==> config.mk <==
export PLATFORM = sky130hd
export DESIGN_NAME = dmarc_chan
export DESIGN_NICKNAME = d
export VERILOG_FILES = /design/src/pkg/dmarc_pkg.sv /design/src/core/dmarc_chan.sv
export SDC_FILE = /design/constraint.sdc
export NUM_CORES = 1
export LEC_CHECK = 0
export BUFFER_PORTS_ARGS = -buffer_cell sky130_fd_sc_hd__buf_2
export CORE_MARGIN = 1.5
export CORE_UTILIZATION = 51
export DETAILED_ROUTE_END_ITERATION = 8
export PLACE_DENSITY_LB_ADDON = 0.25
export SYNTH_ARGS = -nofsm -noshare
export SYNTH_HDL_FRONTEND = slang
export SYNTH_SLANG_ARGS = --single-unit
==> constraint.sdc <==
create_clock -name pclk -period 4.2 [get_ports pclk]
set_input_delay 0.63 -clock pclk [delete_from_list [all_inputs] [get_ports pclk]]
set_output_delay 0.63 -clock pclk [all_outputs]
set_load 0.02 [all_outputs]
==> src/pkg/dmarc_pkg.sv <==
package dmarc_pkg;

   // ---------------------------------------------------------------
   // register offsets (byte addresses)
   // ---------------------------------------------------------------
   localparam logic [7:0] OFS_CFG    = 8'h00;
   localparam logic [7:0] OFS_STS    = 8'h04;
   localparam logic [7:0] OFS_MSK    = 8'h08;
   localparam logic [7:0] OFS_ERRSTS = 8'h0C;
   localparam logic [7:0] OFS_ERRMSK = 8'h10;
   localparam logic [7:0] OFS_PACE   = 8'h14;
   localparam logic [7:0] OFS_CTL    = 8'h18;
   localparam logic [7:0] OFS_MCAST  = 8'h1C;

   // ---------------------------------------------------------------
   // channel_config_register fields
   // ---------------------------------------------------------------
   localparam int CFG_DESC_READ_RELAX_ORDER_BIT_POS = 0;
   localparam int CFG_DESC_READ_NOSNOOP_BIT_POS = 1;
   localparam int CFG_DESC_WRITE_RELAX_ORDER_BIT_POS = 2;
   localparam int CFG_DESC_WRITE_NOSNOOP_BIT_POS = 3;
   localparam int CFG_TC_LSB   = 4;
   localparam int CFG_PF_LSB   = 8;
   localparam logic [9:0] CFG_RESET = 10'h000;

   // status bit positions
   localparam int STS_IOF   = 0;
   localparam int STS_ABORT = 1;
   localparam int STS_CHAIN = 2;
   localparam int STS_HALT  = 3;
   localparam int STS_SUSP  = 4;
   localparam int STS_ERR   = 5;
   localparam int STS_W     = 6;
   localparam int ERR_W     = 8;
   localparam logic [5:0]  STS_RESET  = 6'h00;
   localparam logic [5:0]  MSK_RESET  = 6'h00;
   localparam logic [7:0]  ERR_RESET  = 8'h00;
   localparam logic [15:0] PACE_RESET = 16'h0000;

   // ---------------------------------------------------------------
   // splitting and pacing
   // ---------------------------------------------------------------
   localparam logic [10:0] PAGE_DW     = 11'h400;
   localparam logic [1:0]  MAX_OUTST   = 2'h2;
   localparam int          UNIT_NS     = 4;
   localparam int          CLK_NS      = 40;
   localparam logic [16:0] UNIT_PER_CLK = 17'(CLK_NS / UNIT_NS);

   typedef struct packed {
      logic       relax;
      logic       nosnoop;
      logic [2:0] tc;
   } dmarc_attr_t;

   typedef struct packed {
      logic [31:0] addr;
      logic [15:0] len_dw;
      dmarc_attr_t src;
      dmarc_attr_t dst;
   } dmarc_job_t;

   typedef struct packed {
      logic [31:0] addr;
      logic [10:0] dw;
      dmarc_attr_t attr;
   } dmarc_rd_req_t;

   typedef struct packed {
      logic mc_hit_br;
      logic mc_hit_nt;
      logic claim_br;
      logic claim_nt;
      logic posted;
   } dmarc_wr_info_t;

   typedef struct packed {
      logic upstream;
      logic bridge;
      logic nt;
      logic mcast;
   } dmarc_route_t;

   typedef enum logic [1:0] {PF_IDLE, PF_REQ, PF_WAIT} dmarc_pf_state_t;

endpackage

==> src/core/dmarc_chan.sv <==
`timescale 1ns/100ps
// Contract
// - descriptor read/write relax and nosnoop come from four config bits
// - one config traffic class serves descriptor reads and writes
// - data read attributes come from current descriptor source fields
// - data write attributes come from current descriptor destination fields
// - status bit set on finish-flag, abort, chain, halt, suspend, error
// - status bit raises interrupt unless its mask bit is set
// - interrupt withdrawn once all causing bits are masked or cleared
// - no data read request crosses a 4 KB aligned boundary
// - up to two data reads outstanding per channel
// - no read for next descriptor while current reads are outstanding
// - with prefetch on, follow next pointers and queue fetched ones
// - suspend or abort flushes queue; in-flight fetch result dropped
// - prefetch stops at list end and never chains
// - prefetch off after reset; enabled only by prefetch level field
// - throttle counter loaded with DWord count at each data read
// - counter decrements once per pace value times 4 ns; code decrements at most once per 40 ns clock
// - next data read held until throttle counter is zero
// - throttle touches data reads only
// - pace value zero disables throttling
// - stride descriptor with update flag replaces active pace
// - multicast posted write goes to multicast ports, and upstream unless blocked
// - upstream copy control decides upstream copy of multicast writes
// - claimed unicast to claiming function only, else upstream only
// - software set of run beats same-cycle hardware clear
module dmarc_chan (
   input  wire logic                     pclk,
   input  wire logic                     presetn,
   input  wire logic                     ce,
   input  wire logic                     psel,
   input  wire logic                     penable,
   input  wire logic                     pwrite,
   input  wire logic [7:0]               paddr,
   input  wire logic [31:0]              pwdata,
   output logic      [31:0]              prdata_q,
   output logic                          pready_q,
   output logic                          pslverr_q,
   input  wire logic [4:0]               evt_i,
   input  wire logic [7:0]               err_set_i,
   input  wire logic                     run_clr_i,
   output logic                          run_q,
   output logic                          irq_q,
   output dmarc_pkg::dmarc_attr_t        desc_rd_attr_q,
   output dmarc_pkg::dmarc_attr_t        desc_wr_attr_q,
   input  wire logic                     job_valid_i,
   input  wire dmarc_pkg::dmarc_job_t    job_i,
   output logic                          job_ready_q,
   output dmarc_pkg::dmarc_attr_t        data_wr_attr_q,
   output logic                          rd_req_valid_q,
   output dmarc_pkg::dmarc_rd_req_t      rd_req_q,
   input  wire logic                     rd_req_ready_i,
   input  wire logic                     rd_cpl_i,
   input  wire logic                     pace_upd_i,
   input  wire logic [15:0]              pace_val_i,
   input  wire logic                     pf_next_vld_i,
   input  wire logic [31:0]              pf_next_ptr_i,
   output logic                          pf_req_valid_q,
   output logic      [31:0]              pf_req_addr_q,
   input  wire logic                     pf_req_ready_i,
   input  wire logic                     pf_rsp_valid_i,
   input  wire logic                     pf_rsp_end_i,
   input  wire logic                     pf_pop_i,
   output logic      [1:0]               pf_cnt_q,
   input  wire logic                     wr_valid_i,
   input  wire dmarc_pkg::dmarc_wr_info_t wr_info_i,
   output logic                          route_vld_q,
   output dmarc_pkg::dmarc_route_t       route_q
);

   // ---------------------------------------------------------------
   // apb decode
   // ---------------------------------------------------------------
   logic [9:0]  cfg_q;
   logic [5:0]  sts_q;
   logic [5:0]  msk_q;
   logic [7:0]  err_q;
   logic [7:0]  errmsk_q;
   logic [15:0] pace_q;
   logic        mblk_q;
   logic [31:0] rd_mux;

   wire acc_wait = psel & penable & ~pready_q;
   wire acc_done = psel & penable & pready_q;
   wire wr_acc   = acc_done & pwrite;
   wire hit_cfg  = (paddr == dmarc_pkg::OFS_CFG);
   wire hit_sts  = (paddr == dmarc_pkg::OFS_STS);
   wire hit_msk  = (paddr == dmarc_pkg::OFS_MSK);
   wire hit_err  = (paddr == dmarc_pkg::OFS_ERRSTS);
   wire hit_emsk = (paddr == dmarc_pkg::OFS_ERRMSK);
   wire hit_pace = (paddr == dmarc_pkg::OFS_PACE);
   wire hit_ctl  = (paddr == dmarc_pkg::OFS_CTL);
   wire hit_mc   = (paddr == dmarc_pkg::OFS_MCAST);
   wire hit_any  = hit_cfg | hit_sts | hit_msk | hit_err | hit_emsk |
                   hit_pace | hit_ctl | hit_mc;

   always_comb begin
      rd_mux = 32'h0000_0000;
      if (hit_cfg) begin
         rd_mux[9:0] = cfg_q;
      end else if (hit_sts) begin
         rd_mux[5:0] = sts_q;
      end else if (hit_msk) begin
         rd_mux[5:0] = msk_q;
      end else if (hit_err) begin
         rd_mux[7:0] = err_q;
      end else if (hit_emsk) begin
         rd_mux[7:0] = errmsk_q;
      end else if (hit_pace) begin
         rd_mux[15:0] = pace_q;
      end else if (hit_ctl) begin
         rd_mux[0] = run_q;
      end else if (hit_mc) begin
         rd_mux[0] = mblk_q;
      end
   end

   // one wait state, data and error registered with pready
   always_ff @(posedge pclk or negedge presetn) begin
      if (!presetn) begin
         pready_q  <= 1'b0;
         prdata_q  <= 32'h0000_0000;
         pslverr_q <= 1'b0;
      end else if (ce) begin
         pready_q  <= acc_wait;
         prdata_q  <= (acc_wait & ~pwrite) ? rd_mux : 32'h0000_0000;
         pslverr_q <= acc_wait & ~hit_any;
      end
   end

   // ---------------------------------------------------------------
   // configuration, status, run
   // ---------------------------------------------------------------
   wire [5:0] sts_clr = (wr_acc & hit_sts) ? pwdata[5:0] : 6'h00;
   wire [7:0] err_clr = (wr_acc & hit_err) ? pwdata[7:0] : 8'h00;
   wire       err_evt = |(err_set_i & ~errmsk_q);
   wire [5:0] sts_set = {err_evt, evt_i};
   wire [5:0] sts_d   = (sts_q & ~sts_clr) | sts_set;
   wire [7:0] err_d   = (err_q & ~err_clr) | err_set_i;
   wire       run_set = wr_acc & hit_ctl & pwdata[0];
   // software set overrides a same-cycle hardware clear
   wire       run_d   = run_set ? 1'b1 :
                        (wr_acc & hit_ctl) ? 1'b0 :
                        run_clr_i ? 1'b0 : run_q;

   always_ff @(posedge pclk or negedge presetn) begin
      if (!presetn) begin
         cfg_q    <= dmarc_pkg::CFG_RESET;
         sts_q    <= dmarc_pkg::STS_RESET;
         msk_q    <= dmarc_pkg::MSK_RESET;
         err_q    <= dmarc_pkg::ERR_RESET;
         errmsk_q <= dmarc_pkg::ERR_RESET;
         mblk_q   <= 1'b0;
         run_q    <= 1'b0;
         irq_q    <= 1'b0;
      end else if (ce) begin
         if (wr_acc & hit_cfg) cfg_q <= pwdata[9:0];
         if (wr_acc & hit_msk) msk_q <= pwdata[5:0];
         if (wr_acc & hit_emsk) errmsk_q <= pwdata[7:0];
         if (wr_acc & hit_mc) mblk_q <= pwdata[0];
         sts_q <= sts_d;
         err_q <= err_d;
         run_q <= run_d;
         irq_q <= |(sts_q & ~msk_q);
      end
   end

   // descriptor attributes straight from config
   always_ff @(posedge pclk or negedge presetn) begin
      if (!presetn) begin
         desc_rd_attr_q <= '0;
         desc_wr_attr_q <= '0;
      end else if (ce) begin
         desc_rd_attr_q <= {cfg_q[dmarc_pkg::CFG_DESC_READ_RELAX_ORDER_BIT_POS],
                            cfg_q[dmarc_pkg::CFG_DESC_READ_NOSNOOP_BIT_POS],
                            cfg_q[dmarc_pkg::CFG_TC_LSB +: 3]};
         desc_wr_attr_q <= {cfg_q[dmarc_pkg::CFG_DESC_WRITE_RELAX_ORDER_BIT_POS],
                            cfg_q[dmarc_pkg::CFG_DESC_WRITE_NOSNOOP_BIT_POS],
                            cfg_q[dmarc_pkg::CFG_TC_LSB +: 3]};
      end
   end

   // ---------------------------------------------------------------
   // data read splitter and pacing
   // ---------------------------------------------------------------
   logic [31:0] addr_q;
   logic [15:0] rem_q;
   logic [1:0]  outst_q;
   logic [15:0] thr_q;
   logic [16:0] acc_q;
   dmarc_pkg::dmarc_attr_t src_q;

   wire [10:0] to_bnd  = dmarc_pkg::PAGE_DW - {1'b0, addr_q[11:2]};
   wire        rem_sm  = rem_q < {5'h00, to_bnd};
   wire [10:0] chunk   = rem_sm ? rem_q[10:0] : to_bnd;
   wire        rd_hs   = rd_req_valid_q & rd_req_ready_i;
   wire        pace_on = (pace_q != 16'h0000);
   wire        thr_ok  = ~pace_on | (thr_q == 16'h0000);
   wire        can_iss = (rem_q != 16'h0000) & ~rd_req_valid_q &
                         (outst_q < dmarc_pkg::MAX_OUTST) & thr_ok;
   // a new descriptor waits for all its predecessor's reads
   wire        job_acc = job_valid_i & job_ready_q;
   wire [1:0]  outst_d = outst_q + {1'b0, rd_hs} - {1'b0, rd_cpl_i};
   wire [15:0] rem_d   = rd_hs ? rem_q - {5'h00, rd_req_q.dw} : rem_q;
   wire [16:0] acc_sum = acc_q + dmarc_pkg::UNIT_PER_CLK;
   // a pace below one clock of units still steps once per clock
   wire        thr_tick = pace_on & (thr_q != 16'h0000) &
                          (acc_sum >= {1'b0, pace_q});

   always_ff @(posedge pclk or negedge presetn) begin
      if (!presetn) begin
         addr_q         <= 32'h0000_0000;
         rem_q          <= 16'h0000;
         outst_q        <= 2'h0;
         src_q          <= '0;
         data_wr_attr_q <= '0;
         job_ready_q    <= 1'b0;
         rd_req_valid_q <= 1'b0;
         rd_req_q       <= '0;
      end else if (ce) begin
         outst_q     <= outst_d;
         job_ready_q <= ~job_acc & (rem_d == 16'h0000) &
                        (outst_d == 2'h0) & ~rd_req_valid_q;
         if (job_acc) begin
            addr_q         <= job_i.addr;
            rem_q          <= job_i.len_dw;
            src_q          <= job_i.src;
            data_wr_attr_q <= job_i.dst;
         end else begin
            rem_q <= rem_d;
         end
         if (rd_hs) begin
            rd_req_valid_q <= 1'b0;
         end else if (can_iss & ~job_acc) begin
            rd_req_valid_q <= 1'b1;
            rd_req_q       <= {addr_q, chunk, src_q};
            addr_q         <= addr_q + {19'h00000, chunk, 2'h0};
         end
      end
   end

   // only data reads load the throttle; others bypass it
   always_ff @(posedge pclk or negedge presetn) begin
      if (!presetn) begin
         thr_q <= 16'h0000;
         acc_q <= 17'h00000;
      end else if (ce) begin
         if (rd_hs & pace_on) begin
            thr_q <= {5'h00, rd_req_q.dw};
            acc_q <= 17'h00000;
         end else if (thr_tick) begin
            thr_q <= thr_q - 16'h0001;
            acc_q <= acc_sum - {1'b0, pace_q};
         end else if (thr_q != 16'h0000) begin
            acc_q <= acc_sum;
         end else begin
            acc_q <= 17'h00000;
         end
      end
   end

   // active pace: software write or stride descriptor update
   always_ff @(posedge pclk or negedge presetn) begin
      if (!presetn) begin
         pace_q <= dmarc_pkg::PACE_RESET;
      end else if (ce) begin
         if (pace_upd_i) begin
            pace_q <= pace_val_i;
         end else if (wr_acc & hit_pace) begin
            pace_q <= pwdata[15:0];
         end
      end
   end

   // ---------------------------------------------------------------
   // descriptor prefetch
   // ---------------------------------------------------------------
   dmarc_pkg::dmarc_pf_state_t pf_st_q;
   logic pf_drop_q;
   logic pf_stop_q;

   wire [1:0] pf_lvl   = cfg_q[dmarc_pkg::CFG_PF_LSB +: 2];
   wire       pf_flush = evt_i[dmarc_pkg::STS_ABORT] |
                         evt_i[dmarc_pkg::STS_SUSP];
   wire       pf_go    = (pf_lvl != 2'h0) & ~pf_stop_q & pf_next_vld_i &
                         (pf_cnt_q < pf_lvl) & ~pf_flush;
   wire       pf_keep  = pf_rsp_valid_i & ~pf_drop_q & ~pf_flush &
                         (pf_st_q == dmarc_pkg::PF_WAIT);
   wire       pf_take  = pf_pop_i & (pf_cnt_q != 2'h0);

   always_ff @(posedge pclk or negedge presetn) begin
      if (!presetn) begin
         pf_st_q        <= dmarc_pkg::PF_IDLE;
         pf_req_valid_q <= 1'b0;
         pf_req_addr_q  <= 32'h0000_0000;
         pf_drop_q      <= 1'b0;
         pf_stop_q      <= 1'b0;
      end else if (ce) begin
         if (run_set) pf_stop_q <= 1'b0;
         case (pf_st_q)
            dmarc_pkg::PF_IDLE: begin
               pf_drop_q <= 1'b0;
               if (pf_go) begin
                  pf_req_valid_q <= 1'b1;
                  pf_req_addr_q  <= pf_next_ptr_i;
                  pf_st_q        <= dmarc_pkg::PF_REQ;
               end
            end
            dmarc_pkg::PF_REQ: begin
               if (pf_req_ready_i) begin
                  pf_req_valid_q <= 1'b0;
                  pf_st_q        <= dmarc_pkg::PF_WAIT;
               end
               if (pf_flush) pf_drop_q <= 1'b1;
            end
            dmarc_pkg::PF_WAIT: begin
               if (pf_flush) pf_drop_q <= 1'b1;
               if (pf_rsp_valid_i) begin
                  pf_st_q <= dmarc_pkg::PF_IDLE;
                  // list end or chain marker halts prefetching
                  if (pf_rsp_end_i) pf_stop_q <= 1'b1;
               end
            end
            default: pf_st_q <= dmarc_pkg::PF_IDLE;
         endcase
      end
   end

   always_ff @(posedge pclk or negedge presetn) begin
      if (!presetn) begin
         pf_cnt_q <= 2'h0;
      end else if (ce) begin
         if (pf_flush) begin
            pf_cnt_q <= 2'h0;
         end else begin
            pf_cnt_q <= pf_cnt_q + {1'b0, pf_keep} - {1'b0, pf_take};
         end
      end
   end

   // ---------------------------------------------------------------
   // write routing
   // ---------------------------------------------------------------
   wire mc_hit = wr_info_i.posted & (wr_info_i.mc_hit_br |
                                     wr_info_i.mc_hit_nt);
   dmarc_pkg::dmarc_route_t rt_d;

   always_comb begin
      if (mc_hit) begin
         rt_d.upstream = ~mblk_q;
         rt_d.bridge   = wr_info_i.mc_hit_br;
         rt_d.nt       = wr_info_i.mc_hit_nt;
         rt_d.mcast    = 1'b1;
      end else begin
         rt_d.bridge   = wr_info_i.claim_br;
         rt_d.nt       = wr_info_i.claim_nt & ~wr_info_i.claim_br;
         rt_d.upstream = ~wr_info_i.claim_br & ~wr_info_i.claim_nt;
         rt_d.mcast    = 1'b0;
      end
   end

   always_ff @(posedge pclk or negedge presetn) begin
      if (!presetn) begin
         route_vld_q <= 1'b0;
         route_q     <= '0;
      end else if (ce) begin
         route_vld_q <= wr_valid_i;
         route_q     <= wr_valid_i ? rt_d : '0;
      end
   end

   // ---------------------------------------------------------------
   // checks
   // ---------------------------------------------------------------
   chk_irq_masked: assert property (@(posedge pclk) disable iff (!presetn)
      ce && ((sts_q & ~msk_q) == 6'h00) |=> !irq_q)
      else $error("interrupt held with no unmasked status");
   chk_irq_raise: assert property (@(posedge pclk) disable iff (!presetn)
      ce && ((sts_q & ~msk_q) != 6'h00) |=> irq_q)
      else $error("unmasked status did not raise interrupt");
   chk_page_split: assert property (@(posedge pclk) disable iff (!presetn)
      rd_req_valid_q |->
         ({1'b0, rd_req_q.addr[11:2]} + rd_req_q.dw) <= 11'h400)
      else $error("data read crosses 4 KB boundary");
   chk_outst_max: assert property (@(posedge pclk) disable iff (!presetn)
      outst_q <= 2'h2)
      else $error("more than two reads outstanding");
   chk_job_gate: assert property (@(posedge pclk) disable iff (!presetn)
      job_acc |-> (outst_q == 2'h0) && (rem_q == 16'h0000))
      else $error("descriptor taken with reads outstanding");
   chk_thr_load: assert property (@(posedge pclk) disable iff (!presetn)
      ce && rd_hs && pace_on |=> thr_q == {5'h00, $past(rd_req_q.dw)})
      else $error("throttle not loaded with dword count");
   chk_thr_hold: assert property (@(posedge pclk) disable iff (!presetn)
      $rose(rd_req_valid_q) |->
         $past(pace_q) == 16'h0000 || $past(thr_q) == 16'h0000)
      else $error("data read issued while throttled");
   chk_sts_sticky: assert property (@(posedge pclk) disable iff (!presetn)
      ce && sts_q[0] && !sts_clr[0] |=> sts_q[0])
      else $error("status bit lost without clear");
   chk_run_win: assert property (@(posedge pclk) disable iff (!presetn)
      ce && run_set && run_clr_i |=> run_q)
      else $error("hardware clear beat software run set");
   chk_pf_off: assert property (@(posedge pclk) disable iff (!presetn)
      $rose(pf_req_valid_q) |-> $past(pf_lvl) != 2'h0)
      else $error("prefetch issued while disabled");
   chk_mc_route: assert property (@(posedge pclk) disable iff (!presetn)
      route_vld_q && route_q.mcast |->
         route_q.upstream == !$past(mblk_q))
      else $error("multicast upstream copy ignores control");

endmodule

==> impl_metrics.py <==
metrics = {
    "placed_design": {
        "pre_cts_ws_ns": -0.8002,
        "routabilityCongestion": 0.9257,
        "portBuffers": 289,
        "dp_hpwl_um": 34590,
    },
    "clock_network": {
        "clk_latency_ns": 0.58,
        "cts_buffer_depth": 3,
        "cts_buffers": 31,
        "htree_levels": 1,
        "cts_root_buf": "clkbuf_16",
        "clk_pin_slew_worst_paths_ns": 0.06,
        "clock_sinks": 269,
        "cts_tree": "built",
    },
    "pwr": {
        "p_switching_mw": 3.288,
        "pwr-share-seq_pct": 34.1,
        "power_frac_comb_pct": 34.0,
        "p_sw_share_pct": 33.90,
        "leakagePower_nw": 9.858,
        "irDropWorstVdd_v": 0.0004012,
        "power.total_mw": 9.700,
        "intPower_mw": 6.412,
        "p_clk_share_pct": 32.0,
        "p_per_area_nw_per_um2": 481.2,
    },
    "global_route": {
        "grt_usage_pct": 29.98,
        "grt_pass1_vias": 14600,
        "grt_max_degree": 89,
        "grt_overflow": 0,
        "grt_antenna_before_repair": 6,
        "grt_pass1_wl_um": 76010,
    },
    "detailed_routing": {
        "avgRoutedWirePerCell_um": 19.85,
        "vias_per_cell": 6.071,
        "vias": 15180,
        "dr.max_layer_used": "met4",
        "dr.pass1.iters": 6,
        "ant_nets": 0,
        "drt-met1-wl_um": 20150,
        "wl_met3_um": 3970,
        "wirelength_um": 49660,
        "drcViolationCount": 0,
        "drt_iter0_drc": 1346,
        "wl_met2_um": 23970,
    },
    "floorplanning": {
        "ios": 322,
        "core_region_area_um2": 30430,
        "design.die.area_um2": 31810,
        "rows": 64,
        "start_util_pct": 51.53,
        "die_h_um": 178.4,
        "fp.dieW_um": 178.4,
    },
    "sta": {
        "fmax_mhz": 204.0,
        "slew_violations": 0,
        "hold_viol_final": 0,
        "clock_skew_ns": 0.01592,
        "layout_worst_path_cycle_share_pct": 116.7,
        "max-slew-margin-rel_pct": 35.91,
        "rsz0062_at_grt": "yes",
        "tightest_slew_ns": 0.9590,
        "setup_viol": 26,
        "worst_slack_ns": -0.7017,
        "min_period_ns": 4.902,
        "hold-worst-slack_ns": 0.08392,
        "tns_ns": -12.75,
    },
    "run_status": {
        "status": "complete, but fails checks",
        "violations": "setup timing",
    },
    "final_layout": {
        "synthToLayoutAreaGrowth_pct": 28.54,
        "nets": 2319,
        "drive_gt1_share_pct": 31.90,
    },
    "setup_path": {
        "cp-end-kind": "flop",
        "cp.required_ns": 4.66,
        "ff2ff_setup_slack_ns": -0.70,
        "r2r-start": "addr_q[4]",
        "rr_worst_depth": 24,
        "startpoint_type": "flop",
        "reg2reg_to": "addr_q[30]",
        "path_max_fanout": 5,
        "crit_type": "flop to flop",
        "cp.arrival_ns": 5.36,
    },
    "synthesis": {
        "synthFlopType": "dfrtp_1",
        "synth_top_area_share_pct": 42.93,
        "synth-compound-area-share_pct": 19.32,
        "ys_seq_elements": 269,
        "synth_cells": 1690,
        "avgSynthCellArea_um2": 9.279,
        "synthArstFlopShare_pct": 100.0,
        "yosys.area_share.simple_pct": 17.25,
        "ys_seq_area_share_pct": 42.93,
        "synthAdderAreaFrac_pct": 5.091,
        "synth.distinct_cells": 85,
        "synth_mux_area_share_pct": 7.388,
        "ys_top_cells_by_count": "dfrtp_1, nand2_1, nor2_1, inv_1, a21oi_1",
        "yosys.area.top_type": "dfrtp_1",
        "yosys-top-cells-area": "dfrtp_1, nand2_1, mux2_2",
        "syn_area_um2": 15680,
        "yosys_warnings": 0,
        "post-synth-top-count-cell": "dfrtp_1",
        "synth-edff-count": 0,
        "synth_top_family_by_area": "compound AO/OA/AOI/OAI gates",
        "yosys.area_share.xor_xnor_pct": 2.458,
    },
    "worst_hold_path": {
        "hp-class": "input port to async pin",
    },
    "run": {
        "cap_violations": 0,
    },
}
[critical path, cell delays in order, from the launching register on]
cell and delay, ns:
dfrtp_2 0.42, nor4_4 0.34, nand2_1 0.14, nor2_1 0.14, xor2_1 0.25, ha_1 0.31, a21oi_2 0.18, nor3b_2 0.07
nor3_2 0.22, buf_4 0.17, o211a_4 0.18, buf_6 0.10, o21ai_2 0.05, o21ai_1 0.08, ha_2 0.21, inv_2 0.05
fa_2 0.41, nor2b_4 0.13, o211ai_1 0.14, nand3_2 0.15, a2111oi_4 0.08, buf_6 0.14, or4_4 0.50, o32ai_4 0.23
a2bb2oi_2 0.08
[logic make-up after synthesis]
group	count (synthesis)
flip-flops	269
XOR/XNOR	44
AND/OR/NAND/NOR	571
buffers and inverters	201
other	1
AO/OA/AOI/OAI	438
multiplexers	104
adder cells (fa/ha/maj)	62
[layer usage]
layer  global-route usage, %  vias to the layer above
met4                   10.83                        0
met1                   39.32                     7364
li1                        -                     6898
met5                       0                        -
met2                   49.77                      784
met3                   5.136                      137
[state kept, by name, summed over array words and instances, names as in the netlist, 10 cells and up]
signal         cells
pace_q            16
prdata_q          16
pf_req_addr_q     32
cfg_q             10
rem_q             16
acc_q             17
rd_req_q          48
thr_q             16
addr_q            32
[how the worst max path moves through the flow]
stage                     startpoint    endpoint  slack [ns]
final                      addr_q[4]  addr_q[30]       -0.70
after global routing       addr_q[4]  addr_q[30]       -0.89
after floorplan            addr_q[4]  addr_q[30]       -0.31
after global placement     addr_q[7]  addr_q[28]       -0.53
after detailed placement   addr_q[7]  addr_q[28]       -0.80
after CTS                  addr_q[5]  addr_q[20]       -0.51
[power by group through the flow]
| stage | Sequential (mW) | Combinational (mW) | Clock (mW) |
|---|---|---|---|
| final | 3.31 | 3.29 | 3.10 |
| after global routing | 3.36 | 3.59 | 3.23 |
| after CTS | 3.30 | 3.11 | 3.13 |
| after detailed placement | 3.33 | 3.00 | 0 |
| after global placement | 3.32 | 2.92 | 0 |
| after floorplan | 3.49 | 1.79 | 0 |
[placed cells by master (no fill, tap or decap), types with 11 or more instances in the layout]
cell type | Yosys | final
a21oi_1 | 89 | 81
nor2b_1 | 13 | 12
o2bb2ai_1 | 16 | 16
o21ai_1 | 1 | 13
a211oi_1 | 15 | 11
xnor2_1 | 28 | 28
or3_1 | 18 | 16
or4_1 | 18 | 16
buf_4 | 19 | 130
mux2i_1 | 28 | 28
inv_1 | 97 | 95
conb_1 | 1 | 16
clkbuf_16 | 0 | 31
nor3_1 | 30 | 25
o31ai_1 | 15 | 15
mux2_2 | 74 | 73
buf_6 | 3 | 20
nor4_1 | 28 | 24
a22oi_1 | 12 | 11
nand3_1 | 28 | 27
o22ai_1 | 24 | 24
a22o_1 | 24 | 24
o211ai_1 | 30 | 30
o21ai_0 | 80 | 63
nand2_1 | 246 | 243
buf_2 | 17 | 287
o21a_1 | 13 | 13
xor2_1 | 16 | 15
dfrtp_1 | 269 | 268
nor2_1 | 109 | 104
a21o_1 | 16 | 15
nand4_1 | 17 | 17
or2_2 | 11 | 11
ha_1 | 59 | 54
[area by class of cell]
type / count / area [um2]
Antenna cell: 5 / 12.51
Clock buffer: 38 / 852.1
Clock inverter: 19 / 320.3
Fill cell: 2422 / 10270
Inverter: 97 / 364.1
Multi-Input combinational cell: 1235 / 8647
Sequential cell: 269 / 6733
Tap cell: 396 / 495.5
Timing Repair Buffer: 442 / 2733
[stage by stage]
stage / std cells / instance area, um2 / utilization [%]
global route: 2500 / 20150 / 66.23
CTS: 2476 / 19690 / 64.71
global placement: 2396 / 18110 / 59.53
detailed placement: 2396 / 18110 / 59.53
floorplan: 1705 / 15790 / -
finish: 2501 / 20160 / 66.24
[repair_timing]
action / CTS / global route
setup endpoints to repair: 25 / 28
buffers inserted: 23 / 21
pin swaps: 37 / 46
hold buffers: 0 / 0
gates resized for setup: 59 / 57
Note: power is estimated with default switching activity, not from simulation.
